File: src/lcr_params.svh
// register offsets, field positions, reset values and counts of
// the loop control block; included by the package and the testbench
`ifndef LCR_PARAMS_SVH
`define LCR_PARAMS_SVH

// byte offsets on the register bus
`define LCR_OFF_LOOP_CTRL   8'h00
`define LCR_OFF_STATUS      8'h04
`define LCR_OFF_IRQ_STAT    8'h08
`define LCR_OFF_IRQ_MASK    8'h0c
`define LCR_OFF_MODE_CTRL   8'h10

// loop_control fields
`define LCR_B_MON_EN        7
`define LCR_B_PWR_ON        6
`define LCR_B_AUTO_BW       5
`define LCR_B_WIDE_SEL      4
`define LCR_B_RSVD          3
`define LCR_B_TICK_PS       2
`define LCR_B_WDOG_PS       1
`define LCR_B_FALLBACK      0
`define LCR_LOOP_RESET      8'hf1

// mode_control fields
`define LCR_B_OFF_IN_WAIT   0
`define LCR_B_CLK_SEL       1
`define LCR_B_PSTOP_SEL     2
`define LCR_MODE_RESET      8'h00

// status fields
`define LCR_B_ST_SELF       0
`define LCR_B_ST_MON        1
`define LCR_B_ST_WIDE       2
`define LCR_B_ST_PWR        3
`define LCR_B_ST_NEAR       4
`define LCR_B_ST_ONCE       5

// interrupt event positions
`define LCR_EV_SELF         0
`define LCR_EV_MONRST       1
`define LCR_EV_NEAR         2
`define LCR_NUM_EV          3
`define LCR_IRQ_MASK_RESET  3'h0

// synchronised pin inputs
`define LCR_NUM_SYNC        5

`endif

File: src/lcr_pkg.sv
// types shared by the loop control block
// assumes the params header sits beside it in src/
`include "lcr_params.svh"

package lcr_pkg;

   // clock supervision state
   typedef enum logic [1:0] {
      LCR_CLK_NORMAL = 2'b00,
      LCR_CLK_SELF   = 2'b01,
      LCR_CLK_RESET  = 2'b10
   } lcr_clk_state_t;

   typedef logic [7:0] lcr_byte_t;
   typedef logic [`LCR_NUM_EV-1:0] lcr_ev_t;

endpackage

File: src/lcr_sync.sv
// two-flop synchroniser for a group of level inputs
// assumes each input is a slow level from outside the clk_i domain
`timescale 1ns/10ps

module lcr_sync #(
   parameter int W = 1
) (
   // clock and reset
   input  wire logic         clk_i,
   input  wire logic         rst_i,
   // asynchronous levels in, synchronised levels out
   input  wire logic [W-1:0] async_i,
   output logic      [W-1:0] sync_o
);

   logic [W-1:0] meta;

   // one pair of flops per bit; meta feeds only the second stage
   genvar g;
   generate
      for (g = 0; g < W; g++) begin : g_bit
         always_ff @(posedge clk_i) begin
            if (rst_i) begin
               meta[g]   <= 1'b0;
               sync_o[g] <= 1'b0;
            end else begin
               meta[g]   <= async_i[g];
               sync_o[g] <= meta[g];
            end
         end
      end
   endgenerate

endmodule

File: src/lcr_irq.sv
// sticky event flags with write-one-to-clear, mask and level interrupt
// assumes events and clear strobes come from logic on clk_i
`timescale 1ns/10ps

module lcr_irq
   import lcr_pkg::*;
(
   // clock and reset
   input  wire logic    clk_i,
   input  wire logic    rst_i,
   // one-cycle event pulses
   input  wire lcr_ev_t event_i,
   // clear strobe per bit and mask register image
   input  wire lcr_ev_t clear_i,
   input  wire lcr_ev_t mask_i,
   // flags and interrupt
   output lcr_ev_t      flag_o,
   output logic         irq_o
);

   // per bit: set wins over a clear in the same cycle
   genvar g;
   generate
      for (g = 0; g < `LCR_NUM_EV; g++) begin : g_flag
         always_ff @(posedge clk_i) begin
            if (rst_i) begin
               flag_o[g] <= 1'b0;
            end else if (event_i[g]) begin
               flag_o[g] <= 1'b1;
            end else if (clear_i[g]) begin
               flag_o[g] <= 1'b0;
            end
         end
      end
   endgenerate

   // registered level interrupt from unmasked flags
   always_ff @(posedge clk_i) begin
      if (rst_i) begin
         irq_o <= 1'b0;
      end else begin
         irq_o <= |(flag_o & mask_i);
      end
   end

endmodule

File: src/lcr_top.sv
// loop control register of a clock and reset generator, wishbone slave
// assumes a classic wishbone master on clk_i and a separate oscillator
// monitor, mode logic and loop whose levels arrive asynchronously
//
// Summary of operation
// RULE_01: clock monitor enable write is dropped while self-clock mode runs.
// RULE_02: monitor enabled: clock failure starts monitor reset or self-clock.
// RULE_03: full stop without pseudo-stop disables the monitor entirely.
// RULE_04: power bit switches loop; writes dropped while loop clock selected.
// RULE_05: self-clock mode forces loop power; bit still reads its latch.
// RULE_06: powered loop with automatic bandwidth locks without software.
// RULE_07: loop-off-in-wait forces automatic bandwidth to one, writes dropped.
// RULE_08: automatic mode picks wide or narrow by nearness to target.
// RULE_09: automatic bandwidth off: only wide-filter select chooses bandwidth.
// RULE_10: wide-filter select always writable; one wide, zero narrow.
// RULE_11: tick-in-pseudo-stop bit keeps periodic tick running in pseudo-stop.
// RULE_12: tick stopped in pseudo-stop freezes dividers, no reinitialise.
// RULE_13: watchdog-in-pseudo-stop bit keeps watchdog running in pseudo-stop.
// RULE_14: watchdog stopped in pseudo-stop freezes dividers, no reinitialise.
// RULE_15: fallback enable takes first write in normal modes, any in special.
// RULE_16: clearing fallback enable is dropped while self-clock mode runs.
// RULE_17: fallback disabled: crystal failure gives clock monitor reset.
// RULE_18: fallback enabled: crystal failure enters self-clock mode.
// RULE_19: bit three is reserved, reads zero, ignores writes.
//
// Local design decisions: register access over Wishbone and the register addresses.
`timescale 1ns/10ps

module lcr_top
   import lcr_pkg::*;
(
   // clock and reset
   input  wire logic        clk_i,
   input  wire logic        rst_i,
   // wishbone slave
   input  wire logic        cyc_i,
   input  wire logic        stb_i,
   input  wire logic        we_i,
   input  wire logic [7:0]  adr_i,
   input  wire logic [3:0]  sel_i,
   input  wire logic [31:0] dat_i,
   output logic      [31:0] dat_o,
   output logic             ack_o,
   // asynchronous levels from the surrounding chip
   input  wire logic        osc_fail_i,
   input  wire logic        near_target_i,
   input  wire logic        stop_mode_i,
   input  wire logic        wait_mode_i,
   input  wire logic        special_mode_i,
   // loop controls
   output logic             loop_power_o,
   output logic             wide_bw_o,
   output logic             loop_clock_select_o,
   // clock supervision
   output logic             monitor_active_o,
   output logic             monitor_reset_o,
   output logic             self_clock_active_o,
   // periodic tick and watchdog run enables
   output logic             tick_run_o,
   output logic             watchdog_run_o,
   // interrupt
   output logic             irq_o
);

   // synchronised input levels
   logic           osc_fail;
   logic           near_target;
   logic           stop_mode;
   logic           wait_mode;
   logic           special_mode;

   // register state
   logic           clock_monitor_enable;
   logic           loop_power_on;
   logic           auto_bw;
   logic           wide_filter_select;
   logic           tick_in_pseudo_stop;
   logic           watchdog_in_pseudo_stop;
   logic           self_clock_fallback_enable;
   logic           fallback_written;
   logic           loop_off_in_wait;
   logic           loop_clock_select;
   logic           pseudo_stop_select;
   lcr_ev_t        irq_mask;
   lcr_ev_t        irq_flag;
   lcr_ev_t        irq_event;
   lcr_ev_t        irq_clear;
   logic           near_q;

   // bus decode
   logic           bus_req;
   logic           wr_now;
   lcr_byte_t      wbyte;
   lcr_byte_t      loop_image;
   lcr_byte_t      status_image;
   lcr_byte_t      mode_image;
   lcr_byte_t      next_rdata;

   // supervision state
   lcr_clk_state_t clk_state;
   lcr_clk_state_t next_clk_state;
   logic           self_clock;
   logic           pseudo_stop;
   logic           full_stop;
   logic           mon_active;

   // true when the word address hits a given byte offset
   function automatic logic reg_hit(input logic [7:0] adr,
                                    input logic [7:0] off);
      reg_hit = (adr[7:2] == off[7:2]);
   endfunction

   // pin levels cross into clk_i through two flops
   lcr_sync #(
      .W (`LCR_NUM_SYNC)
   ) u_sync (
      .clk_i   (clk_i),
      .rst_i   (rst_i),
      .async_i ({osc_fail_i, near_target_i, stop_mode_i, wait_mode_i,
                 special_mode_i}),
      .sync_o  ({osc_fail, near_target, stop_mode, wait_mode,
                 special_mode})
   );

   // stop flavours and monitor gating
   assign self_clock  = (clk_state == LCR_CLK_SELF);
   assign pseudo_stop = stop_mode & pseudo_stop_select;
   assign full_stop   = stop_mode & ~pseudo_stop_select;
   assign mon_active  = clock_monitor_enable & ~full_stop;  // see RULE_03

   // ack one cycle after the request, dropped the cycle after
   assign bus_req = cyc_i & stb_i;
   assign wr_now  = bus_req & we_i & ack_o & sel_i[0];
   assign wbyte   = dat_i[7:0];

   always_ff @(posedge clk_i) begin
      if (rst_i) begin
         ack_o <= 1'b0;
      end else begin
         ack_o <= bus_req & ~ack_o;
      end
   end

   // register images as read back; loop control bit three always zero
   always_comb begin
      loop_image = 8'h00;                                    // see RULE_19
      loop_image[`LCR_B_MON_EN]   = clock_monitor_enable;
      loop_image[`LCR_B_PWR_ON]   = loop_power_on;          // see RULE_05
      loop_image[`LCR_B_AUTO_BW]  = auto_bw;
      loop_image[`LCR_B_WIDE_SEL] = wide_filter_select;
      loop_image[`LCR_B_TICK_PS]  = tick_in_pseudo_stop;
      loop_image[`LCR_B_WDOG_PS]  = watchdog_in_pseudo_stop;
      loop_image[`LCR_B_FALLBACK] = self_clock_fallback_enable;
   end

   always_comb begin
      status_image = 8'h00;
      status_image[`LCR_B_ST_SELF] = self_clock;
      status_image[`LCR_B_ST_MON]  = mon_active;
      status_image[`LCR_B_ST_WIDE] = wide_bw_o;
      status_image[`LCR_B_ST_PWR]  = loop_power_o;
      status_image[`LCR_B_ST_NEAR] = near_target;
      status_image[`LCR_B_ST_ONCE] = fallback_written;
   end

   always_comb begin
      mode_image = 8'h00;
      mode_image[`LCR_B_OFF_IN_WAIT] = loop_off_in_wait;
      mode_image[`LCR_B_CLK_SEL]     = loop_clock_select;
      mode_image[`LCR_B_PSTOP_SEL]   = pseudo_stop_select;
   end

   // read multiplexer; unmapped offsets read zero
   always_comb begin
      next_rdata = 8'h00;
      if (reg_hit(adr_i, `LCR_OFF_LOOP_CTRL)) begin
         next_rdata = loop_image;
      end else if (reg_hit(adr_i, `LCR_OFF_STATUS)) begin
         next_rdata = status_image;
      end else if (reg_hit(adr_i, `LCR_OFF_IRQ_STAT)) begin
         next_rdata = {5'h00, irq_flag};
      end else if (reg_hit(adr_i, `LCR_OFF_IRQ_MASK)) begin
         next_rdata = {5'h00, irq_mask};
      end else if (reg_hit(adr_i, `LCR_OFF_MODE_CTRL)) begin
         next_rdata = mode_image;
      end
   end

   // read data captured with the ack, zero otherwise
   always_ff @(posedge clk_i) begin
      if (rst_i) begin
         dat_o <= 32'h00000000;
      end else if (bus_req & ~ack_o & ~we_i) begin
         dat_o <= {24'h000000, next_rdata};
      end else begin
         dat_o <= 32'h00000000;
      end
   end

   // clock monitor enable, locked while self-clock mode runs
   always_ff @(posedge clk_i) begin
      if (rst_i) begin
         clock_monitor_enable <= 1'(`LCR_LOOP_RESET >> `LCR_B_MON_EN);
      end else if (wr_now & reg_hit(adr_i, `LCR_OFF_LOOP_CTRL) &
                   ~self_clock) begin                        // see RULE_01
         clock_monitor_enable <= wbyte[`LCR_B_MON_EN];
      end
   end

   // loop power latch, locked while the loop clock drives the system
   always_ff @(posedge clk_i) begin
      if (rst_i) begin
         loop_power_on <= 1'(`LCR_LOOP_RESET >> `LCR_B_PWR_ON);
      end else if (wr_now & reg_hit(adr_i, `LCR_OFF_LOOP_CTRL) &
                   ~loop_clock_select) begin                 // see RULE_04
         loop_power_on <= wbyte[`LCR_B_PWR_ON];
      end
   end

   // automatic bandwidth, held at one while loop-off-in-wait is set
   always_ff @(posedge clk_i) begin
      if (rst_i) begin
         auto_bw <= 1'(`LCR_LOOP_RESET >> `LCR_B_AUTO_BW);
      end else if (loop_off_in_wait) begin
         auto_bw <= 1'b1;                                    // see RULE_07
      end else if (wr_now & reg_hit(adr_i, `LCR_OFF_LOOP_CTRL)) begin
         auto_bw <= wbyte[`LCR_B_AUTO_BW];
      end
   end

   // freely writable loop bits
   always_ff @(posedge clk_i) begin
      if (rst_i) begin
         wide_filter_select      <= 1'(`LCR_LOOP_RESET >> `LCR_B_WIDE_SEL);
         tick_in_pseudo_stop     <= 1'(`LCR_LOOP_RESET >> `LCR_B_TICK_PS);
         watchdog_in_pseudo_stop <= 1'(`LCR_LOOP_RESET >> `LCR_B_WDOG_PS);
      end else if (wr_now & reg_hit(adr_i, `LCR_OFF_LOOP_CTRL)) begin
         wide_filter_select      <= wbyte[`LCR_B_WIDE_SEL];  // see RULE_10
         tick_in_pseudo_stop     <= wbyte[`LCR_B_TICK_PS];   // see RULE_11
         watchdog_in_pseudo_stop <= wbyte[`LCR_B_WDOG_PS];   // see RULE_13
      end
   end

   // fallback enable: write once in normal modes, never cleared in
   // self-clock mode; any write attempt uses up the single chance
   always_ff @(posedge clk_i) begin
      if (rst_i) begin
         self_clock_fallback_enable <= 1'(`LCR_LOOP_RESET >> `LCR_B_FALLBACK);
         fallback_written           <= 1'b0;
      end else if (wr_now & reg_hit(adr_i, `LCR_OFF_LOOP_CTRL)) begin
         fallback_written <= 1'b1;
         if ((special_mode | ~fallback_written) &            // see RULE_15
             ~(self_clock & ~wbyte[`LCR_B_FALLBACK])) begin  // see RULE_16
            self_clock_fallback_enable <= wbyte[`LCR_B_FALLBACK];
         end
      end
   end

   // mode bits; loop clock select is held low whenever the next state is self-clock, in stop
   // and in wait with loop-off-in-wait set, over a write in the same cycle
   always_ff @(posedge clk_i) begin
      if (rst_i) begin
         loop_off_in_wait   <= 1'(`LCR_MODE_RESET >> `LCR_B_OFF_IN_WAIT);
         loop_clock_select  <= 1'(`LCR_MODE_RESET >> `LCR_B_CLK_SEL);
         pseudo_stop_select <= 1'(`LCR_MODE_RESET >> `LCR_B_PSTOP_SEL);
      end else begin
         if (wr_now & reg_hit(adr_i, `LCR_OFF_MODE_CTRL)) begin
            loop_off_in_wait   <= wbyte[`LCR_B_OFF_IN_WAIT];
            loop_clock_select  <= wbyte[`LCR_B_CLK_SEL];
            pseudo_stop_select <= wbyte[`LCR_B_PSTOP_SEL];
         end
         if ((next_clk_state == LCR_CLK_SELF) | stop_mode |
             (wait_mode & loop_off_in_wait)) begin
            loop_clock_select <= 1'b0;
         end
      end
   end

   // interrupt mask
   always_ff @(posedge clk_i) begin
      if (rst_i) begin
         irq_mask <= `LCR_IRQ_MASK_RESET;
      end else if (wr_now & reg_hit(adr_i, `LCR_OFF_IRQ_MASK)) begin
         irq_mask <= wbyte[`LCR_NUM_EV-1:0];
      end
   end

   // clock supervision: failure seen by an active monitor goes to
   // self-clock or to monitor reset; both end when the clock returns
   always_comb begin
      next_clk_state = clk_state;
      unique case (clk_state)
         LCR_CLK_NORMAL: begin
            if (osc_fail & mon_active) begin                 // see RULE_02
               if (self_clock_fallback_enable) begin
                  next_clk_state = LCR_CLK_SELF;             // see RULE_18
               end else begin
                  next_clk_state = LCR_CLK_RESET;            // see RULE_17
               end
            end
         end
         LCR_CLK_SELF: begin
            if (~osc_fail) begin
               next_clk_state = LCR_CLK_NORMAL;
            end
         end
         LCR_CLK_RESET: begin
            if (~osc_fail) begin
               next_clk_state = LCR_CLK_NORMAL;
            end
         end
         default: begin
            next_clk_state = LCR_CLK_NORMAL;
         end
      endcase
   end

   always_ff @(posedge clk_i) begin
      if (rst_i) begin
         clk_state <= LCR_CLK_NORMAL;
      end else begin
         clk_state <= next_clk_state;
      end
   end

   // events: self-clock entry, monitor reset entry, lock range reached
   always_ff @(posedge clk_i) begin
      if (rst_i) begin
         near_q <= 1'b0;
      end else begin
         near_q <= near_target;
      end
   end

   always_comb begin
      irq_event = '0;
      irq_event[`LCR_EV_SELF]   = (clk_state != LCR_CLK_SELF) &
                                  (next_clk_state == LCR_CLK_SELF);
      irq_event[`LCR_EV_MONRST] = (clk_state != LCR_CLK_RESET) &
                                  (next_clk_state == LCR_CLK_RESET);
      irq_event[`LCR_EV_NEAR]   = near_target & ~near_q;
   end

   assign irq_clear = (wr_now & reg_hit(adr_i, `LCR_OFF_IRQ_STAT)) ?
                      wbyte[`LCR_NUM_EV-1:0] : '0;

   lcr_irq u_irq (
      .clk_i   (clk_i),
      .rst_i   (rst_i),
      .event_i (irq_event),
      .clear_i (irq_clear),
      .mask_i  (irq_mask),
      .flag_o  (irq_flag),
      .irq_o   (irq_o)
   );

   // loop drive: self-clock forces power, wait with loop-off powers down;
   // auto mode widens the filter until near target, then tracks
   always_ff @(posedge clk_i) begin
      if (rst_i) begin
         loop_power_o        <= 1'b0;
         wide_bw_o           <= 1'b0;
         loop_clock_select_o <= 1'b0;
      end else begin
         loop_power_o <= self_clock |                        // see RULE_05
                         (loop_power_on &                    // see RULE_04
                          ~(wait_mode & loop_off_in_wait));
         if (auto_bw) begin
            wide_bw_o <= ~near_target;            // see RULE_06, see RULE_08
         end else begin
            wide_bw_o <= wide_filter_select;                 // see RULE_09
         end
         loop_clock_select_o <= loop_clock_select;
      end
   end

   // supervision outputs and pseudo-stop run enables; a low run enable
   // only freezes the dividers, no reinitialise is ever requested
   always_ff @(posedge clk_i) begin
      if (rst_i) begin
         monitor_active_o    <= 1'b0;
         monitor_reset_o     <= 1'b0;
         self_clock_active_o <= 1'b0;
         tick_run_o          <= 1'b0;
         watchdog_run_o      <= 1'b0;
      end else begin
         monitor_active_o    <= mon_active;                  // see RULE_03
         monitor_reset_o     <= (clk_state == LCR_CLK_RESET); // see RULE_17
         self_clock_active_o <= self_clock;                  // see RULE_18
         tick_run_o     <= ~pseudo_stop | tick_in_pseudo_stop;
         // see RULE_11, see RULE_12
         watchdog_run_o <= ~pseudo_stop | watchdog_in_pseudo_stop;
         // see RULE_13, see RULE_14
      end
   end

endmodule

File: config.mk
export PLATFORM = sky130hd
export DESIGN_NAME = lcr_top
export DESIGN_NICKNAME = d
export VERILOG_FILES = /design/src/lcr_pkg.sv /design/src/lcr_sync.sv /design/src/lcr_irq.sv /design/src/lcr_top.sv
export VERILOG_INCLUDE_DIRS = /design/src /design/src/src
export SDC_FILE = /design/constraint.sdc
export NUM_CORES = 1
export LEC_CHECK = 0
export ABC_AREA = 1
export ABC_CLOCK_PERIOD_IN_PS = 1600
export BUFFER_PORTS_ARGS = -buffer_cell sky130_fd_sc_hd__buf_2
export CAP_MARGIN = 20
export CORE_MARGIN = 2
export CORE_UTILIZATION = 46
export DETAILED_ROUTE_END_ITERATION = 8
export MAX_ROUTING_LAYER = met4
export PLACE_DENSITY = 0.79
export SYNTH_ARGS = -nofsm -noshare
export SYNTH_HDL_FRONTEND = slang
export SYNTH_SLANG_ARGS = --single-unit
export TNS_END_PERCENT = 100
File: constraint.sdc
create_clock -name clk_i -period 1.6 [get_ports clk_i]
set_clock_uncertainty 0.15 [all_clocks]
set_input_delay 0.4 -clock clk_i [delete_from_list [all_inputs] [get_ports clk_i]]
set_output_delay 0.4 -clock clk_i [all_outputs]
set_load 0.005 [all_outputs]
==> metrics <==
status complete, no violations; Cell variety after synth 26; final hold vios 0; final cycle utilization of the critical path 91.0%; peak supply drop between 0.4 and 0.5 mV; DR vias/cell approximately 4.6; chip width between 70 and 80 um; Yosys top cell area share a little under half; clk_lat worst skew approximately 0.30 ns; TritonCTS buffer count 5; Leak Pwr between 1 and 1.5 nW; WS Path Type reg -> reg; antenna-violating nets left 0; Place WS -0.116 ns; RD Place Congestion ~0.85; fin crit period ~1.5 ns; Initial Util a little under half; clock transition at the registers of the reported paths 0.09 ns; hold_buf cts 0; worst hold path class in -> reg; first-pass GRT wire length between 6000 and 7000 um; synth warn 0; H-tree Lvls 2; die area 0.00508 mm2; Final Max Slew Viols 0; Detail Placement HPWL 3090 um; M2 GR Usage around 28%; crit end category flop; num rows 24; Synth Area per Inst around 7.8 um2; R2R Setup Slk about 0.14 ns; vias in the first global route 1,608; Post-Syn Instances about 270; Final Power approximately 0.0022 W; diodes inserted 0; grt peak-use layer met2; max-cap viol count 0; fraction of layout cells with a size suffix above 1 about a quarter; Setup violations, final 0; Total Wirelength between 4000 and 5000 um; Setup crit start kind flop; routed wire length per instance 10.8 um; CTS tree done; final global-route overflow total 0; Iteration-0 DRC Markers 57; maximum number of pins on one net before global-route repair 25; core area about 0.0044 mm2; met3 Track Usage GR 3.52%; Final #Nets about 380; Fmax achieved around 700 MHz; Final WS setup roughly 0.14 ns; Ports between 90 and 100; Seq/Total Area, Yosys between 40% and 50%; most frequent cells in the layout 45 x dfxtp_1, 41 x buf_2, 40 x nand2_1; Critical Path RT 1.68 ns; Area Growth Syn to Fin 17.1%; CTS Buffer Depth 2; Num Clock Sinks 48; Synth Register Bits between 40 and 50; RSZ-0062 raised after global routing no; grt met1 use 21.0%; setup bufs post-CTS 0; Synth Cell Area approximately 0.0021 mm2; initial antenna violation count 0; TNS Setup 0 ns; clock root buffer master clkbuf_8; Final Util 56.0%; Synth area leader dfxtp_1; Vias 1,719; power per cell area 883 mW/mm2; PortBufs 41; Hold Slack about 0.14 ns; drt drc 0; die height 71.3 um; TritonRoute pass-1 iters 4; top cells by area, synth dfxtp_1 46%, buf_4 9.0%, nand2_1 7.2%; Arr. time, crit path between 1.5 and 2 ns; critical path fanouts, max 5; All-Layer GR Usage between 10% and 20%; most common cell after layout, fill and taps aside dfxtp_1
power by group:
| group | switching, W | internal (W) |
|---|---|---|
| clock | 0.000388 | 0.000345 |
| combinational | 0.000108 | 0.0000711 |
| sequential | 0.0000167 | 0.00123 |
| total | 0.000512 | 0.00164 |
path summary, 6_finish.rpt:
check                 start                 end  cells after the start
min                dat_i[4]  wide_filter_select                      3
min reg2reg  u_sync.meta[4]    u_sync.sync_o[4]                      2
max reg2reg    clk_state[0]     u_irq.flag_o[0]                      7
max            clk_state[0]     u_irq.flag_o[0]                      7
registers in the layout, summed over array words and instances (netlist names), 2 cells and up:
signal         count
u_sync.sync_o      5
dat_o              8
u_sync.meta        5
irq_mask           3
clk_state          2
u_irq.flag_o       3
cell type report:
type	instances	area (um2)
clock inverters	1	8.76
inverters	40	151
well taps	52	65.1
multi-input cells	172	850
clock buffers	6	82.6
fillers	410	1910
flip-flops and latches	48	965
repair buffers	56	318
synthesized netlist by cell type:
| library cell | number |
|---|---|
| a21oi_1 | 10 |
| a31oi_1 | 2 |
| buf_4 | 25 |
| buf_6 | 1 |
| clkbuf_1 | 3 |
| clkinv_2 | 1 |
| conb_1 | 1 |
| dfxtp_1 | 48 |
| ha_1 | 4 |
| inv_1 | 36 |
| inv_2 | 3 |
| nand2_1 | 40 |
| nand3_1 | 19 |
| nand3_2 | 2 |
| nand4_1 | 2 |
| nor2_1 | 36 |
| nor2_2 | 2 |
| nor2_4 | 2 |
| nor3_2 | 3 |
| nor3b_1 | 1 |
| nor4_4 | 1 |
| o2111ai_1 | 3 |
| o211ai_1 | 1 |
| o21ai_0 | 8 |
| o21ai_1 | 9 |
| o22ai_1 | 3 |
kinds of logic (layout without fill, tap and decap cells):
group,Yosys count,in the layout,synth area share [%]
AO/OA/AOI/OAI,36,36,9.61
buffers and inverters,69,103,17.4
other,1,24,0.180
adder cells (fa/ha/maj),4,4,2.40
flip-flops,48,48,46.1
AND/OR/NAND/NOR,108,108,24.3
timing repair:
action	in CTS	in global routing
endpoints found under the hold margin	0	0
setup endpoints to repair	0	5
resized for setup	0	4
worst max-delay path, cell delays in order, from the launching register on:
cell	delay [ns]
dfxtp_2	0.37
inv_1	0.07
ha_1	0.31
nand3_1	0.09
nand2_1	0.08
nor2_2	0.12
nand3_1	0.08
a21oi_1	0.13
metal layers:
layer | vias up | wire [um]
met4 | 0 | 65
met2 | 56 | 1860
li1 | 900 | -
met5 | - | 0
met3 | 7 | 277
met1 | 756 | 1860
metrics by stage:
stage                     instance area [um2]  instances
final                                    2440        375
after global routing                     2440        375
after CTS                                2430        375
after detailed placement                 2340        368
after global placement                   2340        368
after floorplan                          2170        289
No activity file was read; power rests on OpenSTA's default activity.
